==> src/design/mode_panel_pkg.sv <==
package mode_panel_pkg;
   localparam int unsigned MCLK_HZ        = 20_000_000;
   localparam int unsigned CYC_PER_MS     = MCLK_HZ / 1000;
   // half periods of the stop lamp flash patterns, rapid is four times the slow rate
   localparam int unsigned SLOW_HALF_MS   = 500;
   localparam int unsigned RAPID_HALF_MS  = 125;
   localparam int unsigned SLOW_HALF_CYC  = SLOW_HALF_MS * CYC_PER_MS;
   localparam int unsigned RAPID_HALF_CYC = RAPID_HALF_MS * CYC_PER_MS;

   localparam logic [7:0]  MAXCYC_OFS     = 8'h00;
   localparam logic [7:0]  STATUS_OFS     = 8'h04;
   localparam logic [7:0]  IRQ_STATUS_OFS = 8'h08;
   localparam logic [7:0]  IRQ_MASK_OFS   = 8'h0C;
   localparam logic [31:0] MAXCYC_RST     = 32'h001E8480;
   localparam logic [31:0] IRQ_MASK_RST   = 32'h00000000;

   localparam int unsigned IMAGE_BYTES    = 128;
   localparam logic [7:0]  IMAGE_LAST     = 8'h7F;
   localparam logic [7:0]  STARTUP_BLOCK  = 8'h14;
   localparam logic        OVR_PEND_RST   = 1'b1;

   localparam int unsigned EV_ACK  = 0;
   localparam int unsigned EV_ADF  = 1;
   localparam int unsigned EV_CYC  = 2;
   localparam int unsigned EV_INH  = 3;
   localparam int unsigned EV_SELF = 4;
   localparam int unsigned EV_RUN  = 5;
   localparam int unsigned EV_W    = 6;

   typedef enum logic [1:0] {init_st, stop_st, erase_st, run_st} mode_state_e;

   typedef struct packed {
      logic run_sel;
      logic mc_down;
      logic mc_up;
   } switch_s;

   typedef struct packed {
      logic       init_done;
      logic       check_active;
      logic       self_stop;
      logic       pg_stop;
      logic       mp_stop;
      logic       ovr_request;
      logic       erase_done;
      logic       cycle_start;
      logic       scan_ack;
      logic [6:0] scan_addr;
      logic       access_fail;
      logic [7:0] access_addr;
      logic       list_hit;
      logic       bad_io_ref;
   } core_s;

   typedef struct packed {
      logic run_lamp;
      logic stop_lamp;
      logic acknowledge_timeout_lamp;
      logic addressing_error_lamp;
      logic cycle_overrun_lamp;
      logic output_inhibit_lamp;
   } lamps_s;

   typedef struct packed {
      logic       program_execute;
      logic       ram_erase_req;
      logic       ram_init_req;
      logic       clear_state_req;
      logic       restart_startup_block_req;
      logic [7:0] startup_block;
      logic       resume_req;
      logic       cmd_output_enable;
      logic       outputs_safe;
   } ctl_s;
endpackage

==> src/design/flash_gen.sv <==
`timescale 1ns/1ns
module flash_gen #(
   parameter int unsigned HALF_CYCLES = 2
) (
   input  wire logic mclk,
   input  wire logic nrst,
   output logic      tick,
   output logic      level
);
   localparam int unsigned CW = (HALF_CYCLES > 2) ? $clog2(HALF_CYCLES) : 1;
   localparam logic [CW-1:0] LAST = CW'(HALF_CYCLES - 1);

   logic [CW-1:0] cnt_q;

   always_ff @(posedge mclk or negedge nrst) begin
      if (!nrst) begin
         cnt_q <= '0;
         tick  <= 1'b0;
      end else if (cnt_q == LAST) begin
         cnt_q <= '0;
         tick  <= 1'b1;
      end else begin
         cnt_q <= cnt_q + CW'(1);
         tick  <= 1'b0;
      end
   end

   always_ff @(posedge mclk or negedge nrst) begin
      if (!nrst) begin
         level <= 1'b0;
      end else if (tick) begin
         level <= ~level;
      end
   end
endmodule

==> src/design/mode_panel.sv <==
`timescale 1ns/1ns
// Overview of operation
// - with the selector at run the block lets the core execute the program and lights the run lamp.
// - moving the selector from run to stop enters the stop state and lights the stop lamp.
// - an overall reset (momentary switch down) erases every RAM area, then initialises them.
// - a reset (switch up) clears flags, timers, counters and image, calls startup block 20, runs.
// - a restart (switch at midpoint) resumes at the interruption point, keeping retained state.
// - in run the run lamp is on and the stop lamp off.
// - a stop from the selector, the programming device or another processor shows steady stop.
// - during initial start and program check both run and stop lamps are dark.
// - a self-caused stop flashes the stop lamp slowly until the selector is set to stop.
// - in stop with an overall reset pending the stop lamp flashes rapidly, run lamp off.
// - a failed acknowledge of a module recorded present (image bytes 0-127 or list) lights a lamp.
// - a reference to an I/O address with no module lights the addressing-error lamp.
// - a program cycle longer than the configured maximum lights the cycle-overrun lamp.
// - while the output-inhibit lamp is lit command output is blocked and outputs go safe.
module mode_panel
   import mode_panel_pkg::*;
#(
   parameter int unsigned SLOW_HALF  = mode_panel_pkg::SLOW_HALF_CYC,
   parameter int unsigned RAPID_HALF = mode_panel_pkg::RAPID_HALF_CYC
) (
   input  wire logic                   mclk,
   input  wire logic                   nrst,
   input  wire logic                   hsel,
   input  wire logic [31:0]            haddr,
   input  wire logic [1:0]             htrans,
   input  wire logic                   hwrite,
   input  wire logic [2:0]             hsize,
   input  wire logic [31:0]            hwdata,
   input  wire logic                   hready,
   output logic                        hreadyout,
   output logic [31:0]                 hrdata,
   output logic                        hresp,
   input  wire mode_panel_pkg::switch_s sw_pins,
   input  wire mode_panel_pkg::core_s   core,
   output mode_panel_pkg::lamps_s       lamps,
   output mode_panel_pkg::ctl_s         ctl,
   output logic                        irq
);
   switch_s          s1_q, s2_q, s3_q, sw_q;
   mode_state_e      state_q;
   logic             sel_rise, sel_fall;
   logic             self_q, ovr_q;
   logic             slow_lvl, rapid_lvl;
   logic             ack_hit, cyc_over;
   logic [IMAGE_BYTES-1:0] present_q;
   logic [31:0]      cyc_cnt_q, maxcyc_q;
   logic             cyc_flag_q;
   logic [EV_W-1:0]  events, irq_stat_q, irq_mask_q;
   logic             lamp_clr;
   logic             acc, wr_pend_q;
   logic [7:0]       wr_ofs_q;
   logic             rd_stat_clr;
   lamps_s           lamps_d;

   // switch pins are asynchronous; a change is taken once stages two and three agree
   always_ff @(posedge mclk or negedge nrst) begin
      if (!nrst) begin
         s1_q <= '0;
         s2_q <= '0;
         s3_q <= '0;
         sw_q <= '0;
      end else begin
         s1_q <= sw_pins;
         s2_q <= s1_q;
         s3_q <= s2_q;
         if (s2_q == s3_q) begin
            sw_q <= s3_q;
         end
      end
   end

   assign sel_rise = (s2_q == s3_q) && s3_q.run_sel && !sw_q.run_sel;
   assign sel_fall = (s2_q == s3_q) && !s3_q.run_sel && sw_q.run_sel;

   flash_gen #(.HALF_CYCLES(SLOW_HALF)) slow_div (
      .mclk  (mclk),
      .nrst  (nrst),
      .tick  (),
      .level (slow_lvl)
   );

   flash_gen #(.HALF_CYCLES(RAPID_HALF)) rapid_div (
      .mclk  (mclk),
      .nrst  (nrst),
      .tick  (),
      .level (rapid_lvl)
   );

   always_ff @(posedge mclk or negedge nrst) begin
      if (!nrst) begin
         state_q <= init_st;
      end else begin
         unique case (state_q)
            init_st: begin
               if (core.init_done) begin
                  state_q <= stop_st;
               end
            end
            stop_st: begin
               if (sel_rise) begin
                  if (s3_q.mc_down) begin
                     state_q <= erase_st;
                  end else if (s3_q.mc_up) begin
                     state_q <= run_st;
                  end else if (!ovr_q) begin
                     state_q <= run_st;
                  end
               end
            end
            erase_st: begin
               if (core.erase_done) begin
                  state_q <= stop_st;
               end
            end
            run_st: begin
               if (sel_fall || core.pg_stop || core.mp_stop || core.self_stop) begin
                  state_q <= stop_st;
               end
            end
         endcase
      end
   end

   // a self stop is only shown as such while the selector still reads run
   always_ff @(posedge mclk or negedge nrst) begin
      if (!nrst) begin
         self_q <= 1'b0;
      end else if (sel_fall || state_q != stop_st && state_q != run_st) begin
         self_q <= 1'b0;
      end else if (state_q == run_st && core.self_stop && !core.pg_stop && !core.mp_stop) begin
         self_q <= 1'b1;
      end else if (state_q == stop_st && sel_rise) begin
         self_q <= 1'b0;
      end
   end

   // pending from power-up until an overall reset completes; a held switch re-arms it only at stop
   always_ff @(posedge mclk or negedge nrst) begin
      if (!nrst) begin
         ovr_q <= OVR_PEND_RST;
      end else if (core.ovr_request || state_q == stop_st && sw_q.mc_down && !sw_q.run_sel) begin
         ovr_q <= 1'b1;
      end else if (state_q == erase_st && core.erase_done) begin
         ovr_q <= 1'b0;
      end
   end

   always_ff @(posedge mclk or negedge nrst) begin
      if (!nrst) begin
         ctl <= '0;
      end else begin
         ctl.program_execute   <= (state_q == run_st) && sw_q.run_sel;
         ctl.ram_erase_req     <= state_q == stop_st && sel_rise && s3_q.mc_down;
         ctl.ram_init_req      <= state_q == erase_st && core.erase_done;
         ctl.clear_state_req   <= state_q == stop_st && sel_rise && !s3_q.mc_down
                                  && s3_q.mc_up;
         ctl.restart_startup_block_req <= state_q == stop_st && sel_rise && !s3_q.mc_down
                                  && s3_q.mc_up;
         ctl.startup_block     <= STARTUP_BLOCK;
         ctl.resume_req        <= state_q == stop_st && sel_rise && !s3_q.mc_down
                                  && !s3_q.mc_up && !ovr_q;
         ctl.cmd_output_enable <= !lamps_d.output_inhibit_lamp;
         ctl.outputs_safe      <= lamps_d.output_inhibit_lamp;
      end
   end

   // presence map filled from the core's scan acknowledges after a reset
   always_ff @(posedge mclk or negedge nrst) begin
      if (!nrst) begin
         present_q <= '0;
      end else begin
         if (ctl.clear_state_req || ctl.ram_erase_req) begin
            present_q <= '0;
         end
         if (core.scan_ack) begin
            present_q[core.scan_addr] <= 1'b1;
         end
      end
   end

   assign ack_hit = core.access_fail && ((core.access_addr <= IMAGE_LAST
                    && present_q[core.access_addr[6:0]]) || core.list_hit);

   // cycle timer restarts at each cycle start and reports one overrun per cycle
   always_ff @(posedge mclk or negedge nrst) begin
      if (!nrst) begin
         cyc_cnt_q  <= '0;
         cyc_flag_q <= 1'b0;
      end else if (state_q != run_st || core.cycle_start) begin
         cyc_cnt_q  <= '0;
         cyc_flag_q <= 1'b0;
      end else begin
         if (cyc_cnt_q != 32'hFFFFFFFF) begin
            cyc_cnt_q <= cyc_cnt_q + 32'h00000001;
         end
         if (cyc_over) begin
            cyc_flag_q <= 1'b1;
         end
      end
   end

   assign cyc_over = state_q == run_st && cyc_cnt_q > maxcyc_q && !cyc_flag_q;
   assign lamp_clr = ctl.clear_state_req || ctl.ram_init_req;

   always_comb begin
      lamps_d = lamps;
      lamps_d.run_lamp = 1'b0;
      lamps_d.stop_lamp = 1'b0;
      if (state_q == run_st && !core.check_active) begin
         lamps_d.run_lamp = 1'b1;
      end else if (state_q == stop_st && !core.check_active) begin
         if (ovr_q) begin
            lamps_d.stop_lamp = rapid_lvl;
         end else if (self_q) begin
            lamps_d.stop_lamp = slow_lvl;
         end else begin
            lamps_d.stop_lamp = 1'b1;
         end
      end
      if (lamp_clr) begin
         lamps_d.acknowledge_timeout_lamp = 1'b0;
         lamps_d.addressing_error_lamp    = 1'b0;
         lamps_d.cycle_overrun_lamp       = 1'b0;
      end
      if (ack_hit) begin
         lamps_d.acknowledge_timeout_lamp = 1'b1;
      end
      if (core.bad_io_ref) begin
         lamps_d.addressing_error_lamp = 1'b1;
      end
      if (cyc_over) begin
         lamps_d.cycle_overrun_lamp = 1'b1;
      end
      lamps_d.output_inhibit_lamp = state_q != run_st;
   end

   always_ff @(posedge mclk or negedge nrst) begin
      if (!nrst) begin
         lamps <= '0;
      end else begin
         lamps <= lamps_d;
      end
   end

   always_comb begin
      events = '0;
      events[EV_ACK]  = ack_hit;
      events[EV_ADF]  = core.bad_io_ref;
      events[EV_CYC]  = cyc_over;
      events[EV_INH]  = lamps_d.output_inhibit_lamp && !lamps.output_inhibit_lamp;
      events[EV_SELF] = state_q == run_st && core.self_stop;
      events[EV_RUN]  = lamps_d.run_lamp && !lamps.run_lamp;
   end

   // zero-wait slave: read data is latched in the address phase
   assign acc         = hsel && htrans[1] && hready;
   assign rd_stat_clr = acc && !hwrite && haddr[7:0] == IRQ_STATUS_OFS;
   assign hreadyout   = 1'b1;
   assign hresp       = 1'b0;

   always_ff @(posedge mclk or negedge nrst) begin
      if (!nrst) begin
         wr_pend_q <= 1'b0;
         wr_ofs_q  <= '0;
      end else begin
         wr_pend_q <= acc && hwrite;
         wr_ofs_q  <= haddr[7:0];
      end
   end

   always_ff @(posedge mclk or negedge nrst) begin
      if (!nrst) begin
         maxcyc_q   <= MAXCYC_RST;
         irq_mask_q <= IRQ_MASK_RST[EV_W-1:0];
      end else if (wr_pend_q) begin
         if (wr_ofs_q == MAXCYC_OFS) begin
            maxcyc_q <= hwdata;
         end
         if (wr_ofs_q == IRQ_MASK_OFS) begin
            irq_mask_q <= hwdata[EV_W-1:0];
         end
      end
   end

   // a new event in the cycle of the clearing read stays set
   always_ff @(posedge mclk or negedge nrst) begin
      if (!nrst) begin
         irq_stat_q <= '0;
      end else begin
         irq_stat_q <= (rd_stat_clr ? '0 : irq_stat_q) | events;
      end
   end

   always_ff @(posedge mclk or negedge nrst) begin
      if (!nrst) begin
         hrdata <= '0;
      end else if (acc && !hwrite) begin
         unique case (haddr[7:0])
            MAXCYC_OFS:     hrdata <= maxcyc_q;
            STATUS_OFS:     hrdata <= {22'h00000, state_q, self_q, ovr_q, lamps};
            IRQ_STATUS_OFS: hrdata <= {26'h000000, irq_stat_q};
            IRQ_MASK_OFS:   hrdata <= {26'h000000, irq_mask_q};
            default:        hrdata <= '0;
         endcase
      end
   end

   always_ff @(posedge mclk or negedge nrst) begin
      if (!nrst) begin
         irq <= 1'b0;
      end else begin
         irq <= |(irq_stat_q & irq_mask_q);
      end
   end
endmodule

==> config.mk <==
export PLATFORM = sky130hd
export DESIGN_NAME = mode_panel
export DESIGN_NICKNAME = d
export VERILOG_FILES = /design/src/design/mode_panel_pkg.sv /design/src/design/flash_gen.sv /design/src/design/mode_panel.sv
export SDC_FILE = /design/constraint.sdc
export NUM_CORES = 1
export LEC_CHECK = 0
export ABC_CLOCK_PERIOD_IN_PS = 4100
export BUFFER_PORTS_ARGS = -buffer_cell sky130_fd_sc_hd__buf_4
export CORE_ASPECT_RATIO = 0.75
export CORE_MARGIN = 2
export CORE_UTILIZATION = 47
export DETAILED_ROUTE_END_ITERATION = 7
export PLACE_DENSITY = 0.66
export SYNTH_ARGS = -nofsm -noshare
export SYNTH_HDL_FRONTEND = slang
export SYNTH_SLANG_ARGS = --single-unit
==> constraint.sdc <==
create_clock -name mclk -period 4.1 [get_ports mclk]
set_input_delay 0.82 -clock mclk [delete_from_list [all_inputs] [get_ports mclk]]
set_output_delay 0.82 -clock mclk [all_outputs]
set_load 0.005 [all_outputs]
# Yosys cells after proc, flatten, opt, wreduce, memory -nomap -nowiden
# Index checks and enable logic that the tools add are counted.
dict set report word_totals {
  regBits 325
  latch_bits 0
  ram_bits 0
  rom_bits 0
  inputBits 104
  word_cells 180
  n_memories 0
}
dict set report classes {
  addsub 3
  n_mul 0
  n_div 0
  magnitude_cmp 5
  n_eq_ne 18
  shift 0
  n_mux 38
  n_bitwise 5
  reduce_logical 68
}
# operator count
set op_table {}
lappend op_table {{two-way mux 128 bit} 2}
lappend op_table {{bitwise OR 128 bit} 1}
lappend op_table {{one-hot mux 32 bit (4 select lines)} 1}
lappend op_table {{two-way mux 32 bit} 2}
lappend op_table {{adder 32 x 1 -> 32 bit (second input constant)} 1}
lappend op_table {{greater-than comparator 32 bit} 1}
lappend op_table {{logical AND 1 bit} 32}
lappend op_table {{!= test 32 bit (second input constant)} 1}
lappend op_table {{adder 24 x 1 -> 24 bit (second input constant)} 1}
lappend op_table {{equality test 24 bit (second input constant)} 1}
lappend op_table {{equality test 8 x 4 -> 1 bit (second input constant)} 3}
lappend op_table {{two-way mux 24 bit} 1}
lappend op_table {{adder 22 x 1 -> 22 bit (second input constant)} 1}
lappend op_table {{equality test 22 bit (second input constant)} 1}
lappend op_table {{two-way mux 22 bit} 1}
lappend op_table {{two-way mux 1 bit} 19}
lappend op_table {{zero test 8 bit} 2}
lappend op_table {{< comparator 7 x 8 -> 1 bit (second input constant)} 2}
lappend op_table {{two-way mux 2 bit} 7}
lappend op_table {{zero test 1 bit} 13}
lappend op_table {{nonzero test 2 bit} 6}
lappend op_table {{!= test 2 bit (second input constant)} 5}
lappend op_table {{logical OR 1 bit} 9}
lappend op_table {{equality test 8 x 3 -> 1 bit (second input constant)} 1}
lappend op_table {{20 further kinds} 23}

# Depth between registers and ports, before layout
dict set report logic_depth {
  depth_word 8
  ltp_mapped 10
  depth_no_buf 9
}

# By module
# A second synthesis with hierarchy kept.
dict set report unflattened {
  hier_cells 1291
  area_unflattened_um2 15041.9
}
# module n_inst cells_per_inst area_each_um2 seq_area_each_um2
set by_module_without_submodules {}
lappend by_module_without_submodules {mode_panel 1 1069 12662.1 6891.6}
lappend by_module_without_submodules {{flash_gen (slow_div)} 1 116 1228.7 650.6}
lappend by_module_without_submodules {{flash_gen (rapid_div)} 1 106 1151.1 600.6}

# Worst setup path after synthesis
# Ideal clock, no wire load.
dict set report synth_path {
  kind {input to register}
  start {in core[2] (netlist name)}
  end {reg irq_stat_q[0]}
  t_arrival_ns 2.598
  slack_ns 1.379
  path_stages 9
  path_buffers 2
  cell_sequence {buf_2 -> buf_2 -> mux4_2 -> mux2i_1 -> o22ai_1 -> a21oi_1 -> a31oi_1 -> a31oi_1 -> nand2_1}
}
dict set report synth_via {
  elab_chain_len 6
}
# element line_no
set synth_lines {}
lappend synth_lines {{from (decl)} mode_panel.sv:36} ;# input wire mode_panel_pkg::core_s core,
lappend synth_lines {{binary-select mux 1 bit (select 7 bit)} mode_panel.sv:184} ;# && present_q[core.access_addr[6:0]]) || core.list_hit);
lappend synth_lines {{two-way mux 1 bit (implied by the code)} mode_panel.sv:184}
lappend synth_lines {{logical AND 1 bit (*)} mode_panel.sv:184}
lappend synth_lines {{logical OR 1 bit (*)} mode_panel.sv:184}
lappend synth_lines {{logical AND 1 bit (*)} mode_panel.sv:183} ;# assign ack_hit = core.access_fail && ((core.access_addr <= IMAGE_LAST
lappend synth_lines {{bitwise OR 6 bit (*)} mode_panel.sv:292} ;# irq_stat_q <= (rd_stat_clr ? '0 : irq_stat_q) | events;
lappend synth_lines {{to (signal assigned)} mode_panel.sv:292}
lappend synth_lines {{to (decl)} mode_panel.sv:50} ;# logic [EV_W-1:0] events, irq_stat_q, irq_mask_q;
# Mark *: on every way between the ends. The rest lies on a longest branch, timed or not. The select of a mux whose other input is x is not followed.
# A chain may end at the register's enable or synchronous reset.

# Worst setup path after layout
dict set report layout_path {
  start {reg maxcyc_q[7]}
  end {reg lamps[1] (netlist name)}
}
dict set report layout_via {
  elab_chain_len 4
}
# element line_no
set layout_lines {}
lappend layout_lines {{from (decl)} mode_panel.sv:48} ;# logic [31:0] cyc_cnt_q, maxcyc_q;
lappend layout_lines {{from (signal assigned)} mode_panel.sv:279} ;# maxcyc_q <= hwdata;
lappend layout_lines {{greater-than comparator 32 bit (*)} mode_panel.sv:204} ;# assign cyc_over = state_q == run_st && cyc_cnt_q > maxcyc_q && !cyc_flag_q;
lappend layout_lines {{logical AND 1 bit (*) (2 in a row)} mode_panel.sv:204}
lappend layout_lines {{two-way mux 1 bit or nonzero test 2 bit (tied branches)} n/a}
lappend layout_lines {{to (signal assigned)} mode_panel.sv:243} ;# lamps <= lamps_d;
lappend layout_lines {{to (decl)} mode_panel.sv:37} ;# output mode_panel_pkg::lamps_s lamps,
# Mark *: on every way between the ends. The rest lies on a longest branch, timed or not.

==> flow_summary.ini <==
[logic_synthesis]
yosys_warnings = 0
syn_avg_cell_area_um2 = 11.6
synth_area_leaders = dfrtp_1 54%, a22o_1 6.8%, mux4_2 5.8%
yosys.area.top_type = dfrtp_1
synthFlopType = dfrtp_1
synth_top_area_share_pct = 53.7
synth.cells.most_frequent = 317 x dfrtp_1, 114 x a22o_1, 107 x nand2_1
ys_seq_area_share_pct = 55.2
syn-cell-area_um2 = 14800
synth_cells = 1274
ys_ff_latch = 325
synthArstFlopShare_pct = 100
yosysUniqueCellTypes = 59
synth.most_common_cell = dfrtp_1
synth_edf_count = 0

[timing]
fin_crit_sh_pct = 68.2
drv_slew = 0
slew_headroom_pct = 17.2
finalClockSkew_ns = 0.0209
period_needed_ns = 2.80
tns_ns = 0
setup_slack_ns = 1.30
max_freq_mhz = 358
rsz0062_at_grt = no
hold_slack_ns = 0.346
tightest_slew_ns = 1.24
hold_violations = 0
setup_viol = 0

[setup_path]
worst-r2r-cell-count = 8
cp_num_buf_inv = 1
cp.required_ns = 4.46
endpoint = lamps[1]$_DFFE_PN0P_
critical-path-max-stage-delay_ns = 0.67
cp_cell_sequence = inv_1 -> ha_1 -> a21oi_1 -> nor4_1 -> a211oi_1 -> o221ai_1 -> a211oi_1 -> o21ai_0
worstSetupStartpointType = flop
r2r_setup_slack_ns = 1.30
critPathKind = reg2reg
reg2reg_to = lamps[1]$_DFFE_PN0P_
path_max_fanout = 3
slowest_stage = a211oi_1
reg2reg_from = maxcyc_q[7]$_DFFE_PN1P_
crit_cells = 8
setup.worst_path.start = maxcyc_q[7]$_DFFE_PN1P_
critPathArrivalTime_ns = 3.15
cpMostUsedCell = a211oi_1
critPathTopFamily = compound AO/OA/AOI/OAI gates
endpoint_kind = flop

[layout]
fin_cells = 1818
syn_to_final_growth_pct = 17.3
stdcell_area_um2 = 17300
final_core_util_pct = 55.7
drive_gt1_share_pct = 20.4
final_nets = 1524

[power]
pwr-share-clk_pct = 43.7
power.total_mw = 7.69
power.density_nw_per_um2 = 444
internal_power_mw = 5.91
switching_share_pct = 23.2
p_sw_mw = 1.78
pwr-share-comb_pct = 9.0
seqPwrFrac_pct = 47.3
leakagePower_nw = 8.04
vdd_drop_max_mv = 0.251

[routing]
routed_via_density = 5.71
first_pass_iters = 5
wire_per_inst_um = 19.1
postRouteWirelength_mm = 34.8
drt_iter0_markers = 827
ant_nets = 0
num_vias = 10400
drc = 0

[clocking]
postCtsSetupBuffers = 0
clk_pin_slew_worst_paths_ns = 0.06
cts_tree = done
htree_levels = 2
clock_path_buffers = 3
postCtsResizedCells = 0
cts_buffers = 34
cts_root_buf = clkbuf_16
cts_hold_buffers = 0
insertion_delay_ns = 0.52
numClockSinks = 325

[global_route]
first_global_vias = 10200
grt_use_total_pct = 21.6
grt_overflow = 0
grt_max_degree = 111
antenna_found_initial = 1
grt_pass1_wl_mm = 56.4

[place]
hpwlAfterDp_mm = 23.8
post-place-ws_ns = 0.900
portBuffers = 124
dpl_cell_area_um2 = 16100
dp.cells = 1755
routabilityCongestion = 0.821

[floorplanning]
start_util_pct = 47.4
row_count = 56
die_h_um = 157
dieWidth_um = 209
dieArea_um2 = 32900
fp.coreArea_um2 = 31100
io_pins = 161

[min_path]
min_path_type = reg2reg

[job]
max_cap_viol_count = 0

[run_status]
status = completed
-- worst register-to-register path, cell delays in order, from the launching register on --
cell and delay (ns):
dfstp_2 0.56, inv_1 0.05, ha_1 0.28, a21oi_1 0.16, nor4_1 0.09, a211oi_1 0.34
o221ai_1 0.27, a211oi_1 0.67, o21ai_0 0.23
-- registers in the layout (all words and copies together) (netlist names), 3 cells and up --
signal and count:
slow_div.cnt_q 24, rapid_div.cnt_q 22, maxcyc_q 32, s1_q 3
ctl 7, s2_q 3, hrdata 32, wr_ofs_q 8
present_q 128, s3_q 3, irq_mask_q 6, lamps 6
irq_stat_q 6, cyc_cnt_q 32
-- worst min-delay path by stage --
stage                                 start           endpoint  slack (ns)  cells past startpoint
final                     s1_q[1]$_DFF_PN0_  s2_q[1]$_DFF_PN0_        0.35                      0
after global routing      s1_q[1]$_DFF_PN0_  s2_q[1]$_DFF_PN0_        0.37                      0
after CTS                 s1_q[1]$_DFF_PN0_  s2_q[1]$_DFF_PN0_        0.35                      0
after detailed placement  s1_q[1]$_DFF_PN0_  s2_q[1]$_DFF_PN0_        0.34                      0
after global placement    s1_q[0]$_DFF_PN0_  s2_q[0]$_DFF_PN0_        0.34                      0
after floorplan           s1_q[0]$_DFF_PN0_  s2_q[0]$_DFF_PN0_        0.33                      0
-- placed cells by master (no fill, tap or decap), drive strengths merged, types with 8 or more instances in the layout --
cell	n
dfrtp	317
nor4	14
buf	140
nand2b	16
a21oi	25
mux2i	11
and3	14
nor2	93
nand2	107
nand3	49
nor2b	8
conb	9
mux4	38
ha	35
mux2	38
dfstp	8
or3	9
xor2	39
xnor2	30
a22o	114
clkbuf	52
inv	53
o21ai	71
nand4	19
nor3	23
-- layer usage --
| layer | vias to the layer above | wire (um) | GRT usage (%) | share of wire, % |
|---|---|---|---|---|
| met5 | - | 0 | 0 | 0 |
| met1 | 5260 | 16700 | 32.5 | 48 |
| met3 | 42 | 2140 | 4.67 | 6.2 |
| met4 | 0 | 556 | 5.41 | 1.6 |
| li1 | 4798 | - | - | - |
| met2 | 280 | 15500 | 31.8 | 44 |
-- power groups by stage --
stage	logic, mW	clock network, mW	registers [mW]
finish	0.695	3.36	3.63
global route	0.782	3.57	3.66
global placement	0.680	0	3.67
floorplan	0.457	0	3.63
CTS	0.704	3.43	3.63
detailed placement	0.702	0	3.68
-- kinds of logic (layout without fill, tap and decap cells) --
| family | Yosys count | count (layout) | share of synthesized area, % |
|---|---|---|---|
| AO/OA/AOI/OAI | 248 | 248 | 12.0 |
| XOR/XNOR | 69 | 69 | 4.09 |
| adder cells (fa/ha/maj) | 35 | 35 | 2.97 |
| buffers and inverters | 125 | 255 | 3.59 |
| flip-flops | 325 | 325 | 55.2 |
| multiplexers | 87 | 87 | 9.44 |
| other | 2 | 10 | 0.0509 |
| AND/OR/NAND/NOR | 383 | 383 | 12.7 |
-- cell type report --
type,count,area [um^2]
Antenna cell,1,2.50
Clock buffer,52,1080
Clock inverter,10,154
Fill cell,2623,13800
Inverter,53,199
Multi-Input combinational cell,831,6130
Sequential cell,325,8140
Tap cell,406,508
Timing Repair Buffer,140,1100
Note: power is estimated with default switching activity, not from simulation.
